===== config.mk =====
export PLATFORM = sky130hd
export DESIGN_NAME = tsc_sensor_counter
export DESIGN_NICKNAME = d
export VERILOG_FILES = /design/src/tsc_sensor_counter.v
export VERILOG_INCLUDE_DIRS = /design/src
export SDC_FILE = /design/constraint.sdc
export NUM_CORES = 1
export LEC_CHECK = 0
export BUFFER_PORTS_ARGS = -buffer_cell sky130_fd_sc_hd__clkbuf_2
export CAP_MARGIN = 20
export CELL_PAD_IN_SITES_DETAIL_PLACEMENT = 1
export CELL_PAD_IN_SITES_GLOBAL_PLACEMENT = 2
export CORE_UTILIZATION = 41
export CTS_BUF_LIST = sky130_fd_sc_hd__clkbuf_2
export DETAILED_ROUTE_END_ITERATION = 8
export HOLD_SLACK_MARGIN = 0.15
export PLACE_DENSITY_LB_ADDON = 0.1
export SETUP_SLACK_MARGIN = 0.2
export SLEW_MARGIN = 25
export SYNTH_ARGS = -nofsm -noshare
export SYNTH_HDL_FRONTEND = slang
export SYNTH_SLANG_ARGS = --single-unit

===== constraint.sdc =====
create_clock -name clk_sys -period 8.8 [get_ports clk_sys]
set_input_delay 0.44 -clock clk_sys [delete_from_list [all_inputs] [get_ports clk_sys]]
set_output_delay 0.44 -clock clk_sys [all_outputs]
set_load 0.1 [all_outputs]

===== src/tsc_defines.vh =====
`ifndef TSC_DEFINES_VH
`define TSC_DEFINES_VH
// temperature register values, half-degree lsb
`define TSC_TEMP_MIN        9'h192
`define TSC_TEMP_MAX        9'h0C8
// counter preset for the lowest temperature step
`define TSC_BASE_COUNT      8'h40
// slope accumulator start and step
`define TSC_SLOPE_INIT      8'h40
`define TSC_SLOPE_STEP      8'h01
`define TSC_SLOPE_PERIOD    4'h8
// rom function commands
`define TSC_CMD_READ_ROM    8'h33
`define TSC_CMD_MATCH_ROM   8'h55
`define TSC_CMD_SEARCH_ROM  8'hF0
`define TSC_CMD_SKIP_ROM    8'hCC
`define TSC_CMD_ALARM_SRCH  8'hEC
// memory and control commands
`define TSC_CMD_CONVERT     8'h44
`define TSC_CMD_WRITE_PAD   8'h4E
`define TSC_CMD_READ_PAD    8'hBE
`define TSC_CMD_COPY_PAD    8'h48
`define TSC_CMD_RECALL      8'hB8
// conversion time and its cycle count at 200 mhz
`define TSC_CONV_TIME_MS    200
`define TSC_CLK_MHZ         200
`define TSC_CONV_CYCLES     (`TSC_CONV_TIME_MS * `TSC_CLK_MHZ * 1000)
// power-on trigger values
`define TSC_HIGH_RESET      8'h7F
`define TSC_LOW_RESET       8'h80
`endif


===== src/tsc_sensor_counter.v =====
// Behaviour
// conversion start presets counter and temperature
// counter zero in open gate increments temperature
// reload counter from slope on each zero
// slope changes counts per degree step
// result in half-degree nine-bit two's complement
// sixteen-bit result with sign extended
// span minus 55 to plus 100
// residual and slope kept after gate
// memory commands refused before rom command
// bytes shift least significant bit first
// master drives strong pull-up during conversion
// finished result placed in scratchpad
// high and low triggers stored, readable
// conversion takes about 0.2 seconds
// alarm compares integer part with triggers
// convert command starts, gate end finishes
`timescale 1ns/100ps
`default_nettype none
`include "tsc_defines.vh"
module tsc_sensor_counter #(
  parameter GATE_CYCLES = `TSC_CONV_CYCLES
) (
  // clock and reset
  input  wire        clk_sys,
  input  wire        reset,
  // bit stream from the bus bit-slot logic
  input  wire        bit_valid,
  input  wire        bit_value,
  input  wire        bus_reset,
  // oscillator ticks, asynchronous levels
  input  wire        osc_low_tc,
  // outgoing read bit request
  input  wire        rd_bit_req,
  output reg         rd_bit_r,
  // state
  output reg  [15:0] temperature_r,
  output reg  [7:0]  residual_tick_count_r,
  output reg  [7:0]  counts_per_degree_r,
  output reg  [7:0]  high_alarm_trigger_r,
  output reg  [7:0]  low_alarm_trigger_r,
  output reg         alarm_flag_r,
  output reg         converting_r,
  output reg         cmd_refused_r
);
  // command stages: rom, function, trigger write, done
  localparam ST_ROM  = 2'h0;
  localparam ST_CMD  = 2'h1;
  localparam ST_WR   = 2'h2;
  localparam ST_IDLE = 2'h3;

  reg [1:0]  state_r;
  reg [7:0]  shift_r;
  reg [2:0]  bit_cnt_r;
  reg [5:0]  rd_idx_r;
  reg [4:0]  wr_idx_r;
  reg [8:0]  temp_r;
  reg [7:0]  down_r;
  reg [7:0]  slope_r;
  reg [3:0]  step_cnt_r;
  reg [31:0] gate_r;
  reg        osc_s1_r;
  reg        osc_s2_r;
  reg        osc_s3_r;
  wire [7:0] byte_in;
  wire       byte_done;
  wire       osc_tick;
  wire [71:0] pad;

  // rom command decoding
  function is_rom_cmd;
    input [7:0] c;
    begin
      is_rom_cmd = (c == `TSC_CMD_READ_ROM) || (c == `TSC_CMD_MATCH_ROM) ||
                   (c == `TSC_CMD_SEARCH_ROM) || (c == `TSC_CMD_SKIP_ROM) ||
                   (c == `TSC_CMD_ALARM_SRCH);
    end
  endfunction

  // new bit enters from the top, lsb arrives first
  assign byte_in   = {bit_value, shift_r[7:1]};
  assign byte_done = bit_valid && (bit_cnt_r == 3'h7);
  assign osc_tick  = osc_s2_r && !osc_s3_r;
  // scratchpad image, byte 0 first
  assign pad = {8'hFF, counts_per_degree_r, residual_tick_count_r,
                8'hFF, 8'hFF, low_alarm_trigger_r, high_alarm_trigger_r,
                temperature_r};

  // oscillator synchroniser and edge detect
  // third stage only serves the rising-edge compare
  always @(posedge clk_sys or posedge reset) begin
    if (reset) begin
      osc_s1_r <= 1'b0;
      osc_s2_r <= 1'b0;
      osc_s3_r <= 1'b0;
    end else begin
      osc_s1_r <= osc_low_tc;
      osc_s2_r <= osc_s1_r;
      osc_s3_r <= osc_s2_r;
    end
  end

  // command sequencing and scratchpad access
  always @(posedge clk_sys or posedge reset) begin
    if (reset) begin
      state_r              <= ST_ROM;
      shift_r              <= 8'h00;
      bit_cnt_r            <= 3'h0;
      rd_idx_r             <= 6'h3F;
      wr_idx_r             <= 5'h00;
      rd_bit_r             <= 1'b0;
      cmd_refused_r        <= 1'b0;
      high_alarm_trigger_r <= `TSC_HIGH_RESET;
      low_alarm_trigger_r  <= `TSC_LOW_RESET;
    end else if (bus_reset) begin
      // drop a partial byte, a pending read and a refusal pulse
      state_r   <= ST_ROM;
      bit_cnt_r <= 3'h0;
      rd_idx_r  <= 6'h3F;
      cmd_refused_r <= 1'b0;
    end else begin
      cmd_refused_r <= 1'b0;
      // read bits go out lsb first
      if (rd_bit_req && rd_idx_r < 6'h3F) begin
        rd_bit_r <= pad[{1'b0, rd_idx_r} + 7'h00];
        rd_idx_r <= rd_idx_r + 6'h01;
      end
      if (bit_valid) begin
        shift_r   <= byte_in;
        bit_cnt_r <= bit_cnt_r + 3'h1;
      end
      if (byte_done) begin
        case (state_r)
          ST_ROM: begin
            // anything but a rom command keeps the rom stage
            if (is_rom_cmd(byte_in))
              state_r <= ST_CMD;
            else
              cmd_refused_r <= 1'b1;
          end
          ST_CMD: begin
            // copy and recall are taken but change nothing here
            state_r <= ST_IDLE;
            if (byte_in == `TSC_CMD_WRITE_PAD) begin
              state_r  <= ST_WR;
              wr_idx_r <= 5'h00;
            end else if (byte_in == `TSC_CMD_READ_PAD)
              rd_idx_r <= 6'h00;
            else if (byte_in != `TSC_CMD_CONVERT &&
                     byte_in != `TSC_CMD_COPY_PAD &&
                     byte_in != `TSC_CMD_RECALL)
              cmd_refused_r <= 1'b1;
          end
          ST_WR: begin
            // two trigger bytes follow the write command
            if (wr_idx_r == 5'h00)
              high_alarm_trigger_r <= byte_in;
            else
              low_alarm_trigger_r <= byte_in;
            wr_idx_r <= wr_idx_r + 5'h01;
            if (wr_idx_r != 5'h00)
              state_r <= ST_IDLE;
          end
          // bytes after a finished command wait for a bus reset
          default: cmd_refused_r <= 1'b1;
        endcase
      end
    end
  end

  // gated down-counter conversion
  // a tick in the cycle the gate closes is not counted
  always @(posedge clk_sys or posedge reset) begin
    if (reset) begin
      converting_r          <= 1'b0;
      gate_r                <= 32'h0;
      down_r                <= 8'h00;
      slope_r               <= `TSC_SLOPE_INIT;
      step_cnt_r            <= 4'h0;
      temp_r                <= `TSC_TEMP_MIN;
      temperature_r         <= 16'h0000;
      residual_tick_count_r <= 8'h00;
      counts_per_degree_r   <= 8'h00;
      alarm_flag_r          <= 1'b0;
    end else if (!converting_r) begin
      if (byte_done && state_r == ST_CMD &&
          byte_in == `TSC_CMD_CONVERT) begin
        converting_r <= 1'b1;
        gate_r       <= GATE_CYCLES;
        down_r       <= `TSC_BASE_COUNT;
        temp_r       <= `TSC_TEMP_MIN;
        slope_r      <= `TSC_SLOPE_INIT;
        step_cnt_r   <= 4'h0;
      end
    end else if (gate_r == 32'h0) begin
      // gate closed: publish result and keep counters
      converting_r          <= 1'b0;
      temperature_r         <= {{7{temp_r[8]}}, temp_r};
      residual_tick_count_r <= down_r;
      counts_per_degree_r   <= slope_r;
      // alarm ignores the half-degree bit
      alarm_flag_r <=
        ($signed(temp_r[8:1]) > $signed(high_alarm_trigger_r)) ||
        ($signed(temp_r[8:1]) < $signed(low_alarm_trigger_r));
    end else begin
      gate_r <= gate_r - 32'h1;
      if (osc_tick) begin
        if (down_r <= 8'h01) begin
          // saturate at the top of the span
          if (temp_r != `TSC_TEMP_MAX)
            temp_r <= temp_r + 9'h001;
          down_r     <= slope_r;
          step_cnt_r <= step_cnt_r + 4'h1;
          if (step_cnt_r == `TSC_SLOPE_PERIOD - 4'h1) begin
            slope_r    <= slope_r + `TSC_SLOPE_STEP;
            step_cnt_r <= 4'h0;
          end
        end else
          down_r <= down_r - 8'h01;
      end
    end
  end
endmodule
`default_nettype wire


==> insert_results.sql, run 1 <==
INSERT INTO impl_metrics (metric_group, metric, value, unit) VALUES
('drt', 'remaining_drc_errors', '0', ''),
('sta', 'slew-limit-headroom', '0.380', ''),
('yosys', 'synth_area', '7340', 'µm²'),
('sta', 'fmaxAchievable', '0.310', 'GHz'),
('worst_setup_path', 'setup.worst_path.start_class', 'flip-flop', ''),
('sta', 'final.period_utilization', '0.366', ''),
('clock_network', 'post_cts.resized_instances', '0', ''),
('sta', 'worstMarginPinSlew', '0.926', 'ns'),
('yosys', 'synth_top_flop_cell', 'dfrtp_1', ''),
('run_status', 'status', 'finished, final reports clean', ''),
('grt', 'groute.usage.overall', '0.225', ''),
('worst_setup_path', 'setup_crit_end_kind', 'flip-flop', ''),
('worst_setup_path', 'worstPathArrival', '3.83', 'ns'),
('yosys', 'synth.lib_cells_used.distinct', '71', ''),
('drt', 'vias_per_cell', '5.63', ''),
('power', 'switching_share', '0.343', ''),
('sta', 'setup_repair_after_global_routing_missed_its_margin', 'false', ''),
('place', 'place.port_buffers', '58', ''),
('place', 'post-place-cells', '971', ''),
('floorplanning', 'die_outline_area', '18400', 'µm²'),
('yosys', 'synth-seq-area-share', '0.453', ''),
('worst_setup_path', 'r2r_startpoint', 'gate_r[8]', ''),
('yosys', 'synth_edf_count', '0', ''),
('power', 'switching_power', '522', 'µW'),
('worst_hold_path', 'hold_depth', '0', ''),
('job', 'maxCapViolCount', '0', ''),
('sta', 'clock_period_minus_worst_slack', '3.22', 'ns'),
('worst_setup_path', 'ff2ff_path_depth', '6', ''),
('place', 'detailed_place_hpwl', '13700', 'µm'),
('sta', 'drv_slew', '0', ''),
('clock_network', 'clockRootBuffer', 'clkbuf_2', ''),
('yosys', 'xor_xnor_cell_area_share_of_the_yosys_netlist', '0.0370', ''),
('drt', 'via_count', '5695', ''),
('clock_network', 'postCtsHoldBufs', '7', ''),
('yosys', 'synthCells', '722', ''),
('yosys', 'synth_compound_area_frac', '0.143', ''),
('floorplanning', 'die_width', '136', 'µm'),
('worst_hold_path', 'hold_class', 'reg2reg', ''),
('drt', 'detail_route.wl_per_cell', '19.1', 'µm'),
('clock_network', 'h-tree-depth', '4', ''),
('final_layout', 'drive_gt1_frac', '0.194', ''),
('floorplanning', 'core_box_area', '17400', 'µm²'),
('power', 'power.leakage', '3.64', 'nW'),
('clock_network', 'number_of_buffers_inserted_during_clock_tree_synthesis', '17', ''),
('sta', 'timing.setup.tns', '0', 'ns'),
('power', 'clock_power_share', '0.272', ''),
('floorplanning', 'boundaryPins', '59', ''),
('drt', 'drt.antenna.violating_nets', '0', ''),
('sta', 'setup_violation_total_in_the_final_timing_report', '0', ''),
('worst_setup_path', 'data_required_time_of_the_worst_path', '9.41', 'ns'),
('worst_hold_path', 'whs_endpoint', 'osc_s2_r', ''),
('yosys', 'ys_seq_elements', '132', ''),
('clock_network', 'clock_tree_from_tritoncts', 'yes', ''),
('yosys', 'synth-warning-count', '0', ''),
('worst_setup_path', 'internal_reg_to_reg_setup_slack', '5.58', 'ns'),
('final_layout', 'area_delta_synth_final', '10.4', '%'),
('floorplanning', 'initial_core_util', '0.421', ''),
('yosys', 'synth-adder-area-share', '0.0546', ''),
('yosys', 'synth_mux_area_frac', '0.0958', ''),
('worst_setup_path', 'timing.rr.end', 'temp_r[5]', ''),
('yosys', 'async_flop_share', '1.00', ''),
('drt', 'routed_wl', '19300', 'µm'),
('grt', 'first_global_vias', '5968', ''),
('power', 'pwr_density_cell', '188', 'nW/µm²'),
('clock_network', 'clock_latency', '0.69', 'ns'),
('worst_setup_path', 'worst-setup-path-type', 'reg2reg', ''),
('clock_network', 'cts_num_sinks', '132', ''),
('sta', 'final_hold_viol_count', '0', ''),
('grt', 'grt.overflow.total', '0', ''),
('yosys', 'synthesis.nets', '761', ''),
('final_layout', 'final_net_count', '811', '');
-- cell usage in the layout, fill, tap and decap left out, drive strengths merged, types with 3 or more instances in the layout --
| master | Yosys | final |
|---|---|---|
| nand2b | 6 | 6 |
| dfrtp | 113 | 113 |
| o21ai | 56 | 56 |
| nor4b | 6 | 6 |
| inv | 35 | 35 |
| and3 | 5 | 5 |
| a211oi | 7 | 7 |
| nand3 | 26 | 26 |
| and2 | 4 | 4 |
| bufinv | 0 | 4 |
| o31ai | 7 | 7 |
| ha | 32 | 32 |
| clkinv | 0 | 6 |
| nand4 | 14 | 14 |
| o21bai | 6 | 6 |
| or3 | 7 | 7 |
| dlygate4sd3 | 0 | 7 |
| mux4 | 11 | 11 |
| o211ai | 6 | 6 |
| nor3 | 13 | 13 |
| nand3b | 4 | 4 |
| a31oi | 5 | 5 |
| mux2i | 14 | 14 |
| nor4 | 10 | 10 |
| o2111ai | 3 | 3 |
| buf | 22 | 5 |
| or4 | 4 | 4 |
| dfstp | 19 | 19 |
| nor2b | 5 | 5 |
| nor4bb | 3 | 3 |
| a22o | 9 | 9 |
| xor2 | 11 | 11 |
| a21o | 8 | 8 |
| nor2 | 52 | 52 |
| mux2 | 28 | 28 |
| clkbuf | 17 | 78 |
| a21oi | 28 | 28 |
| nand2 | 73 | 73 |
| xnor2 | 20 | 20 |
| a2111oi | 7 | 7 |
-- through the flow --
stage | setup WS (ns) | total power, mW | hold slack, ns | util | instance area (µm²)
floorplan | 4.87 | 1.02 | 0.331 | - | 7340
global placement | 5.72 | 1.10 | 0.347 | 0.446 | 7760
detailed placement | 5.48 | 1.12 | 0.336 | 0.446 | 7760
CTS | 5.46 | 1.54 | 0.314 | 0.465 | 8090
global route | 5.29 | 1.61 | 0.286 | 0.465 | 8110
finish | 5.58 | 1.52 | 0.387 | 0.465 | 8110
-- sequential cells by signal, summed over array words and instances (netlist names), 5 cells and up --
name and count:
residual_tick_count_r 8, wr_idx_r 5, temp_r 9, gate_r 32, temperature_r 9, low_alarm_trigger_r 8, shift_r 7, rd_idx_r 6
down_r 8, high_alarm_trigger_r 8, counts_per_degree_r 8, slope_r 8
-- how the worst max path moves through the flow --
stage | start | end | slack (ns) | cells past startpoint
after CTS | gate_r[8] | slope_r[0] | 5.46 | 6
after floorplan | reset | alarm_flag_r | 4.87 | 1
after global routing | gate_r[8] | slope_r[3] | 5.29 | 6
after global placement | gate_r[8] | slope_r[0] | 5.72 | 6
final | gate_r[8] | temp_r[5] | 5.58 | 6
after detailed placement | gate_r[8] | slope_r[0] | 5.48 | 6
-- per-layer routing --
| metal | GRT usage | vias up | routed length, µm |
|---|---|---|---|
| li1 | - | 2718 | - |
| met1 | 0.299 | 2887 | 8970 |
| met2 | 0.377 | 76 | 9630 |
| met3 | 0.0445 | 14 | 533 |
| met4 | 0.0518 | 0 | 168 |
| met5 | 0 | - | 0 |
-- final cells by class --
cell class | count | area, µm² | share of cell area
inverter | 35 | 134 | 0.0165
clock buffer | 20 | 100 | 0.0123
timing repair buffer | 70 | 398 | 0.0491
tap | 225 | 282 | 0.0347
antenna | 1 | 2.50 | 0.000309
clock inverter | 12 | 161 | 0.0199
multi-input combinational | 516 | 3700 | 0.457
sequential | 132 | 3330 | 0.410
-- logic make-up after synthesis --
| kind of cell | count (synthesis) |
|---|---|
| compound gates | 158 |
| xor+xnor | 31 |
| fa+ha+maj | 32 |
| buf+inv | 74 |
| flops | 132 |
| mux | 53 |
| simple gates | 242 |
-- cell usage after synthesis, types with 3 or more instances --
master     count  share of area
a22o_1         9          0.011
ha_1          32          0.055
o21ai_1        6         0.0041
inv_1         34          0.017
mux4_2        11          0.034
clkbuf_1      17         0.0087
and3_1         5         0.0043
mux2i_1       14          0.019
mux2_1        15          0.023
nand2_1       72          0.037
and2_1         4         0.0034
o2111ai_1      3         0.0036
xor2_1        11          0.013
nand2b_1       6         0.0051
or3_1          7         0.0060
mux2_2        13          0.020
a21o_1         8         0.0082
o211ai_1       6         0.0061
a2111oi_2      4         0.0082
a31oi_1        5         0.0043
a21oi_1       28          0.019
o31ai_1        5         0.0051
dfstp_2       19          0.068
nor4_2         3         0.0051
nand4_1       14          0.012
nor4_1         7         0.0060
xnor2_1       20          0.024
nor2b_1        5         0.0043
nand3b_1       4         0.0041
nand3_1       26          0.018
nor3_1        12         0.0082
o21ai_0       50          0.034
or4_1          3         0.0031
nor2_1        52          0.027
o21bai_1       6         0.0061
a211oi_1       7         0.0072
buf_2          9         0.0061
buf_1          4         0.0020
buf_4          8         0.0082
nor4bb_1       3         0.0041
nor4b_1        5         0.0060
dfrtp_1      113           0.39
-- power by group through the flow --
stage	combinational (mW)	clock [mW]	sequential, mW
floorplan	0.264	0	0.752
global placement	0.296	0	0.801
detailed placement	0.309	0	0.806
CTS	0.314	0.427	0.795
global route	0.347	0.455	0.812
finish	0.311	0.413	0.796
-- worst max-delay path, stage by stage, from the launching register on --
cell and delay, ns:
dfrtp_1 0.49, nor4_2 0.47, nand4_1 0.44, o31a_1 0.62, nor2_1 0.77, o21ai_0 0.21
a21oi_1 0.16
Note: power is estimated with default switching activity, not from simulation.
==> run 2: changes to the inputs <==
==> constraint.sdc (replaced) <==
create_clock -name clk_sys -period 3.2 [get_ports clk_sys]
set_input_delay 0.16 -clock clk_sys [delete_from_list [all_inputs] [get_ports clk_sys]]
set_output_delay 0.16 -clock clk_sys [all_outputs]
set_load 0.1 [all_outputs]
==> run 2 against run 1 <==
Effect of this change:
- setup slack got worse by 5.1 ns
- sequential cell count unchanged
- global-route usage grew 0.34 points
- hold slack got worse by 0.018 ns
- maximum frequency grew 17%
- via count rose by 2.1%
- critical path type unchanged
- largest power group unchanged
- highest routed layer unchanged
==> insert_results.sql, run 2 (synthesis gave the netlist of run 1 again) <==
INSERT INTO impl_metrics (metric_group, metric, value, unit) VALUES
('run_status', 'status', 'finished, final reports clean', ''),
('place', 'routabilityCongestion', '0.799', ''),
('final_layout', 'final_cell_mix', '113 x dfrtp_1, 82 x clkbuf_2, 72 x nand2_1', ''),
('worst_hold_path', 'hold_class', 'in2reg', ''),
('floorplanning', 'die_width', '136', 'µm'),
('power', 'power.leakage', '3.70', 'nW'),
('final_layout', 'multiInputGateArea', '3690', 'µm²'),
('final_layout', 'largest_registers', 'gate_r x32, temp_r x9, temperature_r x9', ''),
('clock_network', 'clk_transition_reported_paths', '0.19', 'ns'),
('sta', 'fmaxAchievable', '0.362', 'GHz'),
('final_layout', 'final_net_count', '823', ''),
('final_layout', 'sequential_cell_area', '3330', 'µm²'),
('worst_setup_path', 'internal_reg_to_reg_setup_slack', '0.44', 'ns'),
('job', 'maxCapViolCount', '0', ''),
('worst_setup_path', 'ff2ff_path_depth', '6', ''),
('worst_setup_path', 'data_required_time_of_the_worst_path', '3.80', 'ns'),
('place', 'detailed_place_hpwl', '14100', 'µm'),
('final_layout', 'largest_register', 'gate_r', ''),
('grt', 'first_global_vias', '6088', ''),
('final_layout', 'instances_no_fill', '1023', ''),
('place', 'place.port_buffers', '58', ''),
('clock_network', 'clockRootBuffer', 'clkbuf_2', ''),
('floorplanning', 'fp.dieH', '136', 'µm'),
('drt', 'detail_route.wl_per_cell', '19.2', 'µm'),
('clock_network', 'postCtsHoldBufs', '9', ''),
('final_layout', 'flip_flop_count_of_the_largest_register_after_layout', '32', ''),
('clock_network', 'cts_setup_buffers', '0', ''),
('grt', 'grt.overflow.total', '0', ''),
('sta', 'worstMarginPinSlew', '0.705', 'ns'),
('power', 'worst_ir_drop_vdd', '362', 'µV'),
('sta', 'setup_repair_after_global_routing_missed_its_margin', 'false', ''),
('sta', 'clock_period_minus_worst_slack', '2.76', 'ns'),
('worst_hold_path', 'hold_depth', '4', ''),
('worst_setup_path', 'r2r_startpoint', 'rd_idx_r[0]', ''),
('place', 'dpl_worst_slack', '0.481', 'ns'),
('clock_network', 'number_of_buffers_inserted_during_clock_tree_synthesis', '17', ''),
('clock_network', 'clock_latency', '0.70', 'ns'),
('clock_network', 'cts_max_path_buffers', '2', ''),
('grt', 'grt_antenna_before_repair', '1', ''),
('drt', 'drt_pre_antenna_iters', '4', ''),
('drt', 'vias_per_cell', '5.68', ''),
('place', 'post-place-cells', '979', ''),
('worst_setup_path', 'timing.rr.end', 'rd_bit_r', ''),
('worst_setup_path', 'timing.critical_path.fanout_max', '13', ''),
('drt', 'routed_wl', '19600', 'µm'),
('final_layout', 'layout_commonest_cell', 'dfrtp_1', ''),
('floorplanning', 'std_cell_rows', '48', ''),
('clock_network', 'h-tree-depth', '4', ''),
('floorplanning', 'initial_core_util', '0.421', ''),
('sta', 'final_critical_path_setup_slack', '0.438', 'ns'),
('final_layout', 'area_delta_synth_final', '11.6', '%'),
('drt', 'remaining_drc_errors', '0', ''),
('drt', 'drt.antenna.violating_nets', '0', ''),
('floorplanning', 'core_box_area', '17400', 'µm²'),
('floorplanning', 'boundaryPins', '59', ''),
('drt', 'detail_route.iter0.violations', '343', ''),
('power', 'pwr_density_cell', '503', 'nW/µm²'),
('sta', 'final.period_utilization', '0.863', ''),
('worst_setup_path', 'worst-setup-path-type', 'reg2reg', ''),
('sta', 'setup_violation_total_in_the_final_timing_report', '0', ''),
('worst_hold_path', 'worst_hold_startpoint', 'bit_value', ''),
('sta', 'slew-limit-headroom', '0.529', ''),
('worst_hold_path', 'whs_endpoint', 'low_alarm_trigger_r[7]', ''),
('worst_setup_path', 'setup.worst_path.start_class', 'flip-flop', ''),
('floorplanning', 'die_outline_area', '18400', 'µm²'),
('sta', 'final_hold_viol_count', '0', ''),
('final_layout', 'drive_gt1_frac', '0.202', ''),
('final_layout', 'fillers', '1991', ''),
('drt', 'via_count', '5812', ''),
('grt', 'grt_max_degree', '63', ''),
('clock_network', 'clock_tree_from_tritoncts', 'yes', ''),
('worst_setup_path', 'worstPathArrival', '3.36', 'ns'),
('clock_network', 'post_cts.resized_instances', '0', ''),
('worst_setup_path', 'setup_crit_end_kind', 'flip-flop', ''),
('clock_network', 'cts_num_sinks', '132', ''),
('sta', 'finClkSkew', '0.0225', 'ns'),
('grt', 'grt_pass1_wl', '32400', 'µm'),
('sta', 'drv_slew', '0', ''),
('sta', 'timing.setup.tns', '0', 'ns'),
('grt', 'groute.usage.overall', '0.228', '');
==> run 2: changes by cell type in the layout (fill, tap and decap cells not counted), sizes merged <==
cell	before	now
clkinvlp	2	1
dlygate4sd3	7	10
inv	35	34
buf	5	14
bufinv	4	3
clkbuf	78	82
clkinv	6	5
==> run 2: layer usage <==
layer | vias up | track usage | share of wire | wire length (µm)
li1 | 2738 | - | - | -
met2 | 92 | 0.375 | 0.48 | 9450
met3 | 21 | 0.0397 | 0.029 | 567
met5 | - | 0 | 0 | 0
met1 | 2961 | 0.308 | 0.47 | 9290
met4 | 0 | 0.0643 | 0.015 | 289
==> run 2: worst max path at each step <==
stage / startpoint / to / slack [ns] / depth (start not counted)
after global routing: gate_r[12] / temp_r[5] / 0.24 / 7
after detailed placement: bit_cnt_r[0] / gate_r[13] / 0.48 / 8
after CTS: rd_idx_r[0] / rd_bit_r / 0.42 / 6
after global placement: bit_cnt_r[0] / gate_r[13] / 0.54 / 8
final: rd_idx_r[0] / rd_bit_r / 0.44 / 6
after floorplan: converting_r / gate_r[22] / 0.61 / 6
==> run 2: power by group <==
part           switching (mW)  leakage (nW)  internal, mW  total (mW)
Sequential              0.341          1.54          1.85        2.20
Combinational           0.476          2.01         0.391       0.866
Clock                   0.607         0.155         0.449        1.06
==> run 2: stage by stage <==
stage	utilization	cell area, µm²	total power, mW	hold WS (ns)
after global routing	0.470	8190	4.36	0.382
final	0.470	8190	4.12	0.369
after CTS	0.468	8160	4.16	0.197
after floorplan	-	7340	2.80	0.191
after detailed placement	0.450	7840	3.08	0.270
after global placement	0.450	7840	3.05	0.273
==> run 2: worst max-delay path: stages (launching register included) <==
cell and delay [ns]:
dfstp_2 0.85, mux4_2 0.59, mux2i_1 0.19, o22ai_1 0.10, nor4b_1 0.27, dlygate4sd3_1 0.61
a21oi_1 0.07
==> run 2: final cells by class <==
cell class / count / share of cell area
diodes: 1 / 0.000306
clock buffers: 24 / 0.0147
clock inverters: 8 / 0.0136
inverters: 35 / 0.0165
multi-input cells: 516 / 0.451
flip-flops and latches: 132 / 0.406
well taps: 225 / 0.0344
repair buffers: 82 / 0.0636
==> run 3: changes to the inputs <==
==> constraint.sdc (replaced) <==
create_clock -name clk_sys -period 2.77 [get_ports clk_sys]
set_input_delay 0.1385 -clock clk_sys [delete_from_list [all_inputs] [get_ports clk_sys]]
set_output_delay 0.1385 -clock clk_sys [all_outputs]
set_load 0.1 [all_outputs]
==> run 3 against run 2 <==
Effect of this change:
- routed wire length increased by 3.4%
- combinational power increased by 29%
- hold slack got worse by 0.038 ns
- maximum frequency increased by 12%
- critical path type unchanged
- critical endpoint is now gate_r[13]
- largest cell class unchanged
- highest routed layer unchanged
==> insert_results.sql, run 3 (synthesis gave the netlist of run 1 again) <==
INSERT INTO impl_metrics (metric_group, metric, value, unit) VALUES
('run_status', 'status', 'finished, final reports clean', ''),
('clock_network', 'clock_tree_from_tritoncts', 'yes', ''),
('worst_setup_path', 'ff2ff_path_depth', '6', ''),
('worst_setup_path', 'cp_slowest_cell', 'or4_4', ''),
('final_layout', 'flip_flop_count_of_the_largest_register_after_layout', '32', ''),
('final_layout', 'area_delta_synth_final', '12.8', '%'),
('final_layout', 'fillers', '2009', ''),
('grt', 'groute.usage.overall', '0.236', ''),
('worst_setup_path', 'setup.worst_path.start_class', 'flip-flop', ''),
('grt', 'first_global_vias', '6183', ''),
('sta', 'slew-limit-headroom', '0.357', ''),
('drt', 'via_count', '5894', ''),
('final_layout', 'final_cell_mix', '110 x dfrtp_1, 83 x clkbuf_2, 72 x nand2_1', ''),
('clock_network', 'clockRootBuffer', 'clkbuf_2', ''),
('final_layout', 'sequential_cell_area', '3330', 'µm²'),
('clock_network', 'clock_latency', '0.71', 'ns'),
('place', 'detailed_place_hpwl', '14400', 'µm'),
('worst_setup_path', 'critical_path.cell_chain', 'nor4b_4 -> nand2b_4 -> or4_4 -> and2_1 -> or3_1 -> a21oi_1', ''),
('worst_setup_path', 'worst-setup-path-type', 'reg2reg', ''),
('final_layout', 'instances_no_fill', '1040', ''),
('power', 'power.leakage', '3.76', 'nW'),
('sta', 'worstMarginPinSlew', '0.962', 'ns'),
('drt', 'vias_per_cell', '5.67', ''),
('place', 'post-place-cells', '990', ''),
('final_layout', 'multiInputGateArea', '3740', 'µm²'),
('final_layout', 'final_design_area_no_fill', '8280', 'µm²'),
('drt', 'detail_route.wl_per_cell', '19.5', 'µm'),
('sta', 'timing.setup.tns', '0', 'ns'),
('grt', 'grt_max_degree', '114', ''),
('sta', 'fmaxAchievable', '0.405', 'GHz'),
('grt', 'grt.overflow.total', '0', ''),
('clock_network', 'cts_num_sinks', '132', ''),
('worst_setup_path', 'worstPathArrival', '3.11', 'ns'),
('grt', 'grt_pass1_wl', '33400', 'µm'),
('worst_setup_path', 'setup_crit_end_kind', 'flip-flop', ''),
('floorplanning', 'boundaryPins', '59', ''),
('sta', 'clock_period_minus_worst_slack', '2.47', 'ns'),
('worst_setup_path', 'timing.critical_path.fanout_max', '8', ''),
('place', 'placedInstanceArea', '7920', 'µm²'),
('final_layout', 'largest_registers', 'gate_r x32, temp_r x9, temperature_r x9', ''),
('clock_network', 'h-tree-depth', '4', ''),
('drt', 'drt_pre_antenna_iters', '4', ''),
('sta', 'setup_repair_after_global_routing_missed_its_margin', 'false', ''),
('sta', 'drv_slew', '0', ''),
('final_layout', 'largest_register', 'gate_r', ''),
('job', 'maxCapViolCount', '0', ''),
('clock_network', 'number_of_buffers_inserted_during_clock_tree_synthesis', '17', ''),
('drt', 'remaining_drc_errors', '0', ''),
('floorplanning', 'std_cell_rows', '48', ''),
('place', 'routabilityCongestion', '0.782', ''),
('sta', 'final_hold_viol_count', '0', ''),
('sta', 'finClkSkew', '0.0377', 'ns'),
('sta', 'holdWs', '0.331', 'ns'),
('clock_network', 'cts_max_path_buffers', '2', ''),
('floorplanning', 'core_box_area', '17400', 'µm²'),
('power', 'worst_ir_drop_vdd', '358', 'µV'),
('drt', 'drt.antenna.violating_nets', '0', ''),
('place', 'place.port_buffers', '58', ''),
('final_layout', 'drive_gt1_frac', '0.229', ''),
('sta', 'final.period_utilization', '0.892', ''),
('final_layout', 'layout_commonest_cell', 'dfrtp_1', ''),
('drt', 'detail_route.iter0.violations', '267', ''),
('floorplanning', 'fp.dieH', '136', 'µm'),
('worst_hold_path', 'hold_class', 'in2reg', ''),
('power', 'pwr_density_cell', '552', 'nW/µm²'),
('worst_setup_path', 'data_required_time_of_the_worst_path', '3.41', 'ns'),
('sta', 'setup_violation_total_in_the_final_timing_report', '0', ''),
('worst_setup_path', 'critPathMaxStageDelay', '0.60', 'ns'),
('floorplanning', 'die_width', '136', 'µm'),
('floorplanning', 'initial_core_util', '0.421', ''),
('clock_network', 'clk_transition_reported_paths', '0.19', 'ns'),
('final_layout', 'final_net_count', '840', ''),
('floorplanning', 'die_outline_area', '18400', 'µm²'),
('grt', 'grt_antenna_before_repair', '1', ''),
('worst_hold_path', 'hold_depth', '4', ''),
('drt', 'routed_wl', '20300', 'µm');
-- run 3: cell types whose count changed in the layout (fill, tap and decap cells not counted), moves of 2 or more --
cell,before,now
dfrtp_2,0,3
clkinv_2,2,4
dfrtp_1,113,110
nor4_4,0,2
bufinv_16,3,0
buf_4,12,29
-- run 3: final cells by class --
type | count | area share
tap | 225 | 0.0340
multi-input combinational | 517 | 0.452
timing repair buffer | 98 | 0.0760
sequential | 132 | 0.402
clock buffer | 25 | 0.0151
antenna | 1 | 0.000302
inverter | 35 | 0.0163
clock inverter | 7 | 0.00423
-- run 3: worst paths after layout --
| path | slack [ns] | start | endpoint |
|---|---|---|---|
| worst max-delay path | 0.30 | shift_r[5] | gate_r[13] |
| worst min-delay path | 0.33 | bit_value | low_alarm_trigger_r[7] |
| worst max register to register | 0.30 | shift_r[5] | gate_r[13] |
| worst min register to register | 0.40 | osc_s1_r | osc_s2_r |
| max in group asynchronous | 1.23 | reset | alarm_flag_r |
| min in group asynchronous | 0.54 | reset | gate_r[11] |
-- run 3: metrics by stage --
step,setup slack (ns),total power [mW],utilization
after global routing,0.211,4.85,0.475
after floorplan,0.460,3.23,-
after CTS,0.253,4.61,0.472
after global placement,0.246,3.56,0.455
after detailed placement,0.150,3.62,0.455
final,0.300,4.57,0.475
-- run 3: power by group --
group          leakage (nW)  internal (mW)  switching [mW]
sequential             1.53           2.14           0.369
clock                 0.123          0.250           0.692
combinational          2.10          0.504           0.611
total                  3.76           2.90            1.67
-- run 3: repair_timing --
| item | CTS | global route |
|---|---|---|
| hold buffers | 9 | 0 |
| pin swaps | 2 | 1 |
| cloned | 1 | 0 |
| endpoints found under the setup margin | 3 | 25 |
| buffers inserted | 4 | 3 |
| hold endpoints to repair | 142 | 0 |
| resized for setup | 2 | 7 |
-- run 3: worst max-delay path, delay by kind of cell, from the launching register on --
family	cells	cell delay, ns
flops	1	0.50
simple gates	5	1.76
compound gates	1	0.14
-- run 3: metal layers --
metal  part of all wire  routed length, µm  track usage  up-vias
met5                  0                  0            0        -
met4             0.0092                186       0.0643        0
met3              0.026                517       0.0378       15
met2               0.49               9850        0.385       67
met1               0.48               9710        0.324     3040
li1                   -                  -            -     2772
